[config.mk]
export PLATFORM = sky130hd
export DESIGN_NAME = muxed_external_bus_interface
export DESIGN_NICKNAME = d
export VERILOG_FILES = /design/src/hw/ext_bus_pkg.sv /design/src/hw/muxed_external_bus_interface.sv
export SDC_FILE = /design/constraint.sdc
export NUM_CORES = 1
export LEC_CHECK = 0
export BUFFER_PORTS_ARGS = -buffer_cell sky130_fd_sc_hd__buf_2
export CORE_MARGIN = 3
export CORE_UTILIZATION = 45
export CTS_BUF_LIST = sky130_fd_sc_hd__clkbuf_4 sky130_fd_sc_hd__clkbuf_8
export DETAILED_ROUTE_END_ITERATION = 8
export GPL_TIMING_DRIVEN = 1
export PLACE_DENSITY = 0.73
export REMOVE_ABC_BUFFERS = 1
export SKIP_LAST_GASP = 1
export SYNTH_ARGS = -nofsm -noshare
export SYNTH_HDL_FRONTEND = slang
export SYNTH_SLANG_ARGS = --single-unit
[constraint.sdc]
create_clock -name ref_clk_in -period 3.3 [get_ports ref_clk_in]
set_clock_uncertainty 0.15 [all_clocks]
set_input_delay 0 -clock ref_clk_in [delete_from_list [all_inputs] [get_ports ref_clk_in]]
set_output_delay 0 -clock ref_clk_in [all_outputs]
set_load 0.005 [all_outputs]
[src/hw/ext_bus_pkg.sv]
package ext_bus_pkg;
   localparam logic [3:0]  general_control_offset = 4'h0;
   localparam logic [3:0]  timing_control_offset  = 4'h4;
   localparam logic [31:0] general_control_reset  = 32'h00000000;
   localparam logic [31:0] timing_control_reset   = 32'h00000000;
   localparam int enable_pos       = 0;
   localparam int wide_pos         = 1;
   localparam int divider_lsb      = 8;
   localparam int strobe_width_lsb = 16;
   localparam int access_lsb       = 3;
   localparam int hold_lsb         = 8;
   localparam int after_write_lsb  = 12;
   localparam int read_read_lsb    = 24;
   // fixed phases, in bus clocks
   localparam logic [5:0] address_setup_time = 6'h01;
   localparam logic [5:0] latch_hold_time    = 6'h01;
   localparam logic [5:0] turnaround_time    = 6'h01;
   // system window base (address bits 31:17)
   localparam logic [14:0] window_base = 15'h3000;

   typedef struct packed {
      logic [31:0] addr;
      logic        write;
      logic [1:0]  size;   // 0 byte, 1 half, 2 word
      logic [31:0] wdata;
   } sys_req_type;

   typedef struct packed {
      logic [15:0] ad_out;
      logic [15:0] ad_oe_n;
      logic        ale;
      logic        chip_select_n;
      logic        read_strobe_n;
      logic        write_strobe_n;
   } ext_pins_type;
endpackage

[src/hw/muxed_external_bus_interface.sv]
`timescale 1ns/1ns
`default_nettype none
module muxed_external_bus_interface
   import ext_bus_pkg::*;
(
   input  wire logic         ref_clk_in,
   input  wire logic         rst_in,
   input  wire logic [3:0]   reg_addr_in,
   input  wire logic [31:0]  reg_wdata_in,
   input  wire logic         reg_write_in,
   input  wire logic         reg_read_in,
   output logic [31:0]       reg_rdata_out,
   input  wire logic         sys_valid_in,
   input  wire sys_req_type  sys_req_in,
   output logic              sys_ready_out,
   output logic              sys_done_out,
   output logic [31:0]       sys_rdata_out,
   output logic              sys_error_out,
   output ext_pins_type      pins_out,
   input  wire logic [15:0]  ad_in,
   output logic              bus_clock_out
);
   typedef enum {st_idle, st_setup, st_ale, st_lhd, st_a2d, st_acc, st_ahd, st_gap} state_type;

   logic [31:0] general_control;
   logic [31:0] timing_control;
   state_type   state;
   logic [4:0]  div_cnt;
   logic [5:0]  phase_cnt;
   logic        busy;
   sys_req_type req;
   logic [1:0]  part;
   logic [31:0] rbuf;
   logic        last_read;
   logic        last_valid;

   // register fields
   wire       enable_bit = general_control[enable_pos];
   wire       wide_mode  = general_control[wide_pos];
   wire [2:0] div_code   = general_control[divider_lsb +: 3];
   wire [2:0] ale_field  = general_control[strobe_width_lsb +: 3];
   wire [4:0] acc_field  = timing_control[access_lsb +: 5];
   wire [2:0] ahd_field  = timing_control[hold_lsb +: 3];
   wire [3:0] w2x_field  = timing_control[after_write_lsb +: 4];
   wire [3:0] r2r_field  = timing_control[read_read_lsb +: 4];

   // divider ratio minus one; codes 11x fall back to undivided
   function automatic logic [4:0] div_last(input logic [2:0] code);
      case (code)
         3'h1:    div_last = 5'h01;
         3'h2:    div_last = 5'h03;
         3'h3:    div_last = 5'h07;
         3'h4:    div_last = 5'h0f;
         3'h5:    div_last = 5'h1f;
         default: div_last = 5'h00;
      endcase
   endfunction

   wire [4:0] ratio_last = div_last(div_code);
   wire       undivided  = (ratio_last == 5'h00);
   // bus clock high in first half; tick on every system clock when undivided, else its fall
   wire       half_point = (div_cnt == ((ratio_last >> 1) + 5'h01)) ? 1'b1 : 1'b0;
   wire       tick       = undivided ? 1'b1 : half_point;
   wire       div_wrap   = (div_cnt >= ratio_last);
   wire [4:0] next_div   = div_wrap ? 5'h00 : div_cnt + 5'h01;

   // request acceptance and window decode
   wire in_window  = (sys_req_in.addr[31:17] == window_base);
   wire take       = sys_valid_in && !busy;
   wire start_ok   = take && enable_bit && in_window;
   wire [2:0] bytes = (req.size == 2'h0) ? 3'h1 : (req.size == 2'h1) ? 3'h2 : 3'h4;
   wire [1:0] parts_last = wide_mode ? ((bytes > 3'h2) ? 2'h1 : 2'h0)
                                     : 2'(bytes - 3'h1);
   // byte address of current part
   // a halfword at offset two starts in the upper half of its word
   wire [16:0] part_addr = wide_mode ? {req.addr[16:2], req.addr[1] | part[0], 1'b0}
                                     : {req.addr[16:2], req.addr[1:0] + part};
   wire [15:0] ext_addr = wide_mode ? part_addr[16:1] : part_addr[15:0];
   wire [4:0]  lane     = wide_mode ? {req.addr[1] | part[0], 4'h0}
                                    : {req.addr[1:0] + part, 3'h0};
   wire [31:0] wshift   = req.wdata >> lane;
   wire [15:0] wdata16  = wshift[15:0];
   wire        is_last  = (part == parts_last);
   // idle gap after this access
   wire [3:0]  gap_len  = req.write ? w2x_field : 4'h0;

   // bus clock output divider, also drives tick phase
   always_ff @(posedge ref_clk_in) begin
      if (rst_in) begin
         div_cnt <= 5'h00;
         bus_clock_out <= 1'b0;
      end else begin
         div_cnt <= next_div;
         bus_clock_out <= undivided ? ~bus_clock_out : (next_div <= (ratio_last >> 1));
      end
   end

   // register file; timing writes take effect at once, even in the middle of an access
   always_ff @(posedge ref_clk_in) begin
      if (rst_in) begin
         general_control <= general_control_reset;
         timing_control  <= timing_control_reset;
      end else if (reg_write_in) begin
         if (reg_addr_in == general_control_offset)
            general_control <= reg_wdata_in & 32'h00070703;
         if (reg_addr_in == timing_control_offset)
            timing_control <= reg_wdata_in & 32'h0f00f7f8;
      end
   end

   // read data one cycle after the strobe, unmapped reads zero
   always_ff @(posedge ref_clk_in) begin
      if (rst_in)
         reg_rdata_out <= 32'h00000000;
      else if (reg_read_in)
         reg_rdata_out <= (reg_addr_in == general_control_offset) ? general_control :
                          (reg_addr_in == timing_control_offset)  ? timing_control  :
                          32'h00000000;
   end

   // access sequencer; phase_cnt counts bus clocks left in a phase
   always_ff @(posedge ref_clk_in) begin
      if (rst_in) begin
         state <= st_idle;
         phase_cnt <= 6'h00;
         busy <= 1'b0;
         req <= '0;
         part <= 2'h0;
         rbuf <= 32'h00000000;
         last_read <= 1'b0;
         last_valid <= 1'b0;
         sys_done_out <= 1'b0;
         sys_error_out <= 1'b0;
         sys_rdata_out <= 32'h00000000;
         sys_ready_out <= 1'b0;
         pins_out <= '{ad_out: 16'h0000, ad_oe_n: 16'hffff, ale: 1'b0,
                       chip_select_n: 1'b1, read_strobe_n: 1'b1, write_strobe_n: 1'b1};
      end else begin
         sys_done_out <= 1'b0;
         sys_error_out <= 1'b0;
         sys_ready_out <= !busy && !take;
         if (take && !start_ok) begin
            sys_done_out <= 1'b1; // disabled or out of window
            sys_error_out <= 1'b1;
         end else if (start_ok) begin
            busy <= 1'b1;
            req <= sys_req_in;
            part <= 2'h0;
            rbuf <= 32'h00000000;
         end
         if (busy && tick) begin
            case (state)
               st_idle: begin
                  if (last_valid && last_read && !req.write && r2r_field != 4'h0) begin
                     state <= st_gap;
                     phase_cnt <= {2'h0, r2r_field} - 6'h01;
                     last_valid <= 1'b0;
                  end else begin
                     state <= st_setup;
                     pins_out.chip_select_n <= 1'b0;
                     pins_out.ad_out <= ext_addr;
                     pins_out.ad_oe_n <= 16'h0000;
                     phase_cnt <= address_setup_time - 6'h01;
                  end
               end
               st_setup: if (phase_cnt == 6'h00) begin
                  state <= st_ale;
                  pins_out.ale <= 1'b1;
                  phase_cnt <= {3'h0, ale_field};
               end else phase_cnt <= phase_cnt - 6'h01;
               st_ale: if (phase_cnt == 6'h00) begin
                  state <= st_lhd;
                  pins_out.ale <= 1'b0;
                  phase_cnt <= latch_hold_time - 6'h01;
               end else phase_cnt <= phase_cnt - 6'h01;
               st_lhd: if (phase_cnt == 6'h00) begin
                  state <= st_a2d;
                  phase_cnt <= turnaround_time - 6'h01;
                  // low pins turn to data; upper pins keep address in narrow mode
                  pins_out.ad_oe_n <= wide_mode ? {16{req.write ? 1'b0 : 1'b1}}
                                    : {8'h00, {8{req.write ? 1'b0 : 1'b1}}};
                  if (req.write)
                     pins_out.ad_out <= wide_mode ? wdata16
                                     : {ext_addr[15:8], wdata16[7:0]};
               end else phase_cnt <= phase_cnt - 6'h01;
               st_a2d: if (phase_cnt == 6'h00) begin
                  state <= st_acc;
                  pins_out.read_strobe_n <= req.write;
                  pins_out.write_strobe_n <= !req.write;
                  phase_cnt <= {1'b0, acc_field};
               end else phase_cnt <= phase_cnt - 6'h01;
               st_acc: if (phase_cnt == 6'h00) begin
                  state <= st_ahd;
                  pins_out.read_strobe_n <= 1'b1;
                  pins_out.write_strobe_n <= 1'b1;
                  if (!req.write)
                     rbuf <= rbuf | ((wide_mode ? {16'h0000, ad_in}
                                      : {24'h000000, ad_in[7:0]}) << lane);
                  phase_cnt <= {3'h0, ahd_field};
               end else phase_cnt <= phase_cnt - 6'h01;
               st_ahd: if (phase_cnt == 6'h00) begin
                  pins_out.ad_oe_n <= 16'hffff;
                  pins_out.ale <= 1'b0;
                  last_read <= !req.write;
                  last_valid <= 1'b1;
                  if (gap_len != 4'h0) begin
                     state <= st_gap;
                     pins_out.chip_select_n <= 1'b1;
                     phase_cnt <= {2'h0, gap_len} - 6'h01;
                     last_valid <= 1'b0;
                  end else begin
                     state <= st_idle;
                     pins_out.chip_select_n <= 1'b1;
                     if (!is_last) part <= part + 2'h1;
                     else begin
                        busy <= 1'b0;
                        sys_done_out <= 1'b1;
                        sys_rdata_out <= rbuf;
                     end
                  end
               end else phase_cnt <= phase_cnt - 6'h01;
               st_gap: if (phase_cnt == 6'h00) begin
                  // after a write the part is finished here; a read-read gap
                  // precedes an access whose part was already advanced
                  if (req.write) begin
                     state <= st_idle; // controls stay inactive meanwhile
                     if (!is_last) part <= part + 2'h1;
                     else begin
                        busy <= 1'b0;
                        sys_done_out <= 1'b1;
                        sys_rdata_out <= rbuf;
                     end
                  end else begin
                     // start at once so the gap is exactly the field's count
                     state <= st_setup;
                     pins_out.chip_select_n <= 1'b0;
                     pins_out.ad_out <= ext_addr;
                     pins_out.ad_oe_n <= 16'h0000;
                     phase_cnt <= address_setup_time - 6'h01;
                  end
                  last_read <= 1'b0;
               end else phase_cnt <= phase_cnt - 6'h01;
               default: state <= st_idle;
            endcase
         end
      end
   end
endmodule // muxed_external_bus_interface
`default_nettype wire

# --- Word level (Yosys, flattened, before mapping) ---
# Cells that the tools add are included.
totals:
  register_bits: 260
  input_bits: 124
  output_inout_bits: 104
  wordCells: 219
op_classes:
  add_sub_neg: 8
  n_lt_le_gt_ge: 3
  eq_ne: 32
  shift: 2
  mux: 102
  n_bitwise: 4
  reduce_logical: 42
op_table:
  columns: ["operator", "n"]
  rows:
  - ["$mux 32", 22]
  - ["$pmux 32 s8", 1]
  - ["$eq 32x3->1 const B", 4]
  - ["$mux 16", 5]
  - ["$eq 32x2->1 const B", 2]
  - ["$pmux 16 s4", 1]
  - ["$pmux 32 s2", 1]
  - ["$mux 28", 2]
  - ["$mux 6", 9]
  - ["$pmux 16 s3", 1]
  - ["$pmux 6 s7", 1]
  - ["$eq 32x1->1 const B", 1]
  - ["$logic_not 32->1", 1]
  - ["$or 32x32->32", 1]
  - ["$shl 16x5->32", 1]
  - ["$shr 32x5->16", 1]
  - ["$mux 1", 30]
  - ["$ne 2x2->1 const B", 13]
  - ["$pmux 5 s5", 1]
  - ["$mux 2", 12]
  - ["$mux 18", 1]
  - ["$reduce_and 4->1", 4]
  - ["$eq 15x14->1 const B", 1]
  - ["$reduce_and 7->1", 2]
  - ["41 further kinds", 75]

# --- Longest topological paths before layout ---
depth:
  ltp_word: 12
  ltp_mapped: 16
  mapped_depth_nobuf: 15

# --- Worst setup path before layout ---
# Ideal clock, no wire load.
synth_timing:
  path_kind: "reg-to-reg"
  start: "register general_control[9]"
  end: "register bus_clock_out"
  setup_ns: 0.092
  arrival_time_ns: 2.695
  slack_ns: 0.363
  path_stages_with_launch: 17
  path_buffers: 1
  path_cell_list: "dfxtp_1 buf_2 nor3_1 a21oi_1 ha_1 nand2b_1 a21o_1 a21oi_1 o21ai_1 nor2_1 ha_1 nor2b_1 o21a_1 o21a_1 o21ai_0 nand3_1 o32ai_1"
synth_between:
  elab_chain_cells: 6
synth_lines:
  columns: ["item", "line", "rtl"]
  rows:
  - ["start: declaration", "muxed_external_bus_interface.sv:25", "logic [31:0] general_control;"]
  - ["start signal: assignment", "muxed_external_bus_interface.sv:101", "general_control <= general_control_reset;"]
  - ["start signal: assignment", "muxed_external_bus_interface.sv:105", "general_control <= reg_wdata_in & 32'h00070703;"]
  - ["$eq 3x3->1, or another cell as far along", "muxed_external_bus_interface.sv:49", "case (code)"]
  - ["$pmux 5 s5 *", "muxed_external_bus_interface.sv:49", null]
  - ["$ge 5x5->1 *", "muxed_external_bus_interface.sv:64", "wire div_wrap = (div_cnt >= ratio_last);"]
  - ["$mux 5 *", "muxed_external_bus_interface.sv:65", "wire [4:0] next_div = div_wrap ? 5'h00 : div_cnt + 5'h01;"]
  - ["via next_div[1]", "muxed_external_bus_interface.sv:65", null]
  - ["$le 5x4->1 *", "muxed_external_bus_interface.sv:94", "bus_clock_out <= undivided ? ~bus_clock_out : (next_div <= (ratio_last >> 1));"]
  - ["$mux 1 *", "muxed_external_bus_interface.sv:94", null]
  - ["end signal: assignment", "muxed_external_bus_interface.sv:94", null]
  - ["end: declaration", "muxed_external_bus_interface.sv:21", "output logic bus_clock_out"]
# Mark *: on every way through the listed nets, which the timed path passes. The rest lies on a longest branch.
# A chain may end at the register's enable or synchronous reset.

# --- Final worst setup path ---
layout_timing:
  start: "register phase_cnt[0]"
  end: "register sys_done_out"
layout_between:
  elab_chain_cells: 4
layout_lines:
  columns: ["item", "line", "rtl"]
  rows:
  - ["start: declaration", "muxed_external_bus_interface.sv:29", "logic [5:0] phase_cnt;"]
  - ["start signal: assignment", "muxed_external_bus_interface.sv:156", "phase_cnt <= {2'h0, r2r_field} - 6'h01;"]
  - ["start signal: assignment", "muxed_external_bus_interface.sv:163", "phase_cnt <= address_setup_time - 6'h01;"]
  - ["start signal: assignment", "muxed_external_bus_interface.sv:169", "phase_cnt <= {3'h0, ale_field};"]
  - ["$logic_not 6->1 *", "muxed_external_bus_interface.sv:201, muxed_external_bus_interface.sv:222", null]
  - ["$mux 1, on equally long branches", "muxed_external_bus_interface.sv:222, muxed_external_bus_interface.sv:201", null]
  - ["$pmux 1 s2 *", "muxed_external_bus_interface.sv:152", "case (state)"]
  - ["$mux 1 *", "muxed_external_bus_interface.sv:151", "if (busy && tick) begin"]
  - ["end signal: assignment", "muxed_external_bus_interface.sv:143", "sys_done_out <= 1'b1;"]
  - ["end signal: assignment", "muxed_external_bus_interface.sv:217", "sys_done_out <= 1'b1;"]
  - ["end signal: assignment", "muxed_external_bus_interface.sv:230", "sys_done_out <= 1'b1;"]
  - ["end: declaration", "muxed_external_bus_interface.sv:16", "output logic sys_done_out,"]
# Every way passes the cells marked *; elsewhere a longest branch is shown, timed or not.

==> out/results.ini <==
[critical_path]
cp_data_required_time_ns=3.60
endpoint_kind=register
worst_path_largest_cell_delay_ns=0.56
critPathLaunchType=register
slowest_stage=dlygate4sd3_1
worstPathMaxFanout=34
crit_arrival_ns=3.34
worstPathCellList=inv_1 > ha_1 > or3b_1 > nor4_1 > buf_4 > and2_1 > nand4_1 > buf_6 > a21oi_1 > dlygate4sd3_1
cpLargestDelayFamily=buffers and inverters
critPathBufInv=4
path_class=register to register

[drt]
wire_per_inst_um=16.72
ant_nets=0
first_pass_iters=7
post-route-drc-count=0
drt_iter0_drc=518
drt-vias-per-instance=5.434
finalWirelength_mm=28.06
vias=9119

[die]
die_area_um2=23270
core_um2=20690
rows=52
die_h_um=152.6
initial_core_util_pct=46.72
die_width_um=152.6
io_pins=228

[cts]
cts.path.max_buffers=3
clk_pin_slew_worst_paths_ns=0.06
cts-root-buf=clkbuf_8
htree_num_levels=2
cts_tree=done
cts_buffers=36
clkLatencyLatePin_ns=0.52
cts_sinks=206

[logic_synthesis]
yosys.area.top_type=dfxtp_1
yosys-top-cells-count=dfxtp_1 (206), nor2_1 (150), mux2i_1 (113)
yosysMostFrequentCell=dfxtp_1
syn_avg_cell_area_um2=8.983
synth_edf_count=0
async_reset_ff_share_pct=0
ys.flop_type=dfxtp_1
synth_cells=1076
yosys.cell_types.count=74
ys_top_cells_by_area=dfxtp_1 (43%), mux2i_1 (12%), nor2_1 (5.8%), a21oi_1 (3.9%), nor2b_1 (3.2%)
synth_seq_cells=206
syn_area_um2=9666
yosys.area.top_type_share_pct=42.67
ys_warn_count=0
yosysSeqAreaShare_pct=42.67

[grt]
grt_util_all_layers_pct=23.41
grt_pass1_wl_mm=45.88
grt_max_degree=92
overflow=0
antenna_found_initial=2
grt_pass1_vias=9149

[sta]
relSlewSlack_pct=28.68
tightest_slew_ns=1.065
maxSlewViolCount=0
min_period_ns=3.042
hold_viol=0
setup_tns_ns=0
post-route-period-util_pct=92.19
fmax_ghz=0.3287
finalSetupViolCount=0
grt_setup_unrepaired=true

[hold_path]
holdCritPathClass=input port to register

[power]
p_per_area_nw_per_um2=396.5
p_leak_nw=5.542
ir_drop_v=0.0002707

[place]
hpwl_mm=17.23
post_dp_cell_area_um2=10750
port_buffers=205
gp_congestion=0.8871

[cells_and_area]
multi_input_area_um2=4989
n_fill_cell=1708
syn_to_final_growth_pct=33.37
design_area_um2=12890
layout.area.seq_um2=4126
layout-drive-gt1-share_pct=22.40
layout.nets=1526

[job]
cap_viol_max_count=0

[outcome]
status=completed

## cell usage in the layout (no fill, tap or decap), types with 4 or more instances in the layout
cell,instances
mux2i_1,113
inv_1,16
conb_1,11
dfxtp_1,204
clkbuf_8,48
nor2_1,148
a32o_1,16
a31o_2,5
clkbuf_4,4
dlygate4sd3_1,141
a311o_1,4
nand3_1,14
o21ai_0,26
xnor2_1,7
buf_2,204
nor2b_1,49
nor3_1,36
a211oi_1,9
a221o_1,4
a31oi_1,6
o31ai_1,5
xor2_1,6
o21a_1,4
o21bai_1,5
a22oi_1,12
a22o_1,22
mux2_2,5
or3_1,6
nand2b_1,8
nor4_1,5
o221ai_1,7
buf_4,21
a21oi_1,75
ha_1,15
nand2_1,64
o211ai_1,5
## per-layer routing
metal	track usage (%)	wire length [µm]	vias to the layer above
met2	40.26	13660	322
met5	0	0	-
met3	4.402	1567	64
li1	-	-	4426
met4	7.976	734	0
met1	29.62	12090	4307
## sequential cells by signal, indices dropped and copies added, names as in the netlist
name / count
reg_rdata_out: 21
sys_done_out: 1
last_valid: 1
general_control: 8
div_cnt: 5
pins_out: 22
busy: 1
part: 2
rbuf: 32
sys_error_out: 1
sys_ready_out: 1
bus_clock_out: 1
last_read: 1
phase_cnt: 6
req: 52
timing_control: 16
state: 3
sys_rdata_out: 32
## kinds of logic (layout without fill, tap and decap cells)
family,after synthesis,after routing,share of synthesized area (%)
fa+ha+maj,15,15,1.942
compound gates,235,235,17.01
mux,118,118,12.28
flops,206,206,42.67
simple gates,364,364,18.27
other cells,1,13,0.03880
xor+xnor,14,14,1.424
buf+inv,123,443,6.369
## final cells by class
class                           count  share of cell area [%]
Inverter                           16                  0.4659
Clock buffer                       52                   5.358
Timing Repair Buffer              370                   20.58
Sequential cell                   206                   32.01
Antenna cell                        2                 0.03882
Clock inverter                      5                  0.2329
Multi-Input combinational cell    757                   38.70
Tap cell                          270                   2.621
## worst reg2reg max path, stage by stage, from the launching register on
cell and delay [ns]:
dfxtp_1 0.32, inv_1 0.08, ha_1 0.22, or3b_1 0.47
nor4_1 0.26, buf_4 0.19, and2_1 0.15, nand4_1 0.13
buf_6 0.27, a21oi_1 0.20, dlygate4sd3_1 0.56
## where the power goes
group | internal (mW) | total [mW] | switching, mW
clock network | 1.33 | 2.32 | 0.990
registers | 2.50 | 2.50 | 0.00660
logic | 0.154 | 0.287 | 0.133
total | 3.98 | 5.11 | 1.13
## through the flow
step | util, % | total power, mW | worst slack, ns | cells | hold slack, ns
floorplan | - | 2.604 | -2.906 | 979 | -0.08093
global placement | 51.94 | 2.745 | 0.2367 | 1478 | 0.03737
CTS | 62.24 | 5.166 | 0.1269 | 1676 | 0.03169
global route | 62.31 | 5.296 | -0.006867 | 1678 | 0.08871
detailed placement | 51.94 | 2.746 | 0.1450 | 1478 | 0.04302
finish | 62.31 | 5.111 | 0.2577 | 1678 | 0.07412
## worst paths after layout
| check | startpoint | to | slack (ns) | cells after the start |
|---|---|---|---|---|
| setup / recovery | phase_cnt[0] | sys_done_out | 0.26 | 10 |
| hold / removal | reg_write_in | timing_control[7] | 0.07 | 4 |
| setup reg to reg | phase_cnt[0] | sys_done_out | 0.26 | 10 |
| hold reg to reg | rbuf[29] | rbuf[29] | 0.31 | 1 |
## what timing repair did
| action | 4_1_cts | 5_1_grt |
|---|---|---|
| hold buffers | 141 | 0 |
| gates resized for setup | 0 | 3 |
| endpoints found under the hold margin | 170 | 0 |
| setup buffers | 0 | 0 |
| endpoints found under the setup margin | 0 | 2 |
No activity file was read; power rests on OpenSTA's default activity.
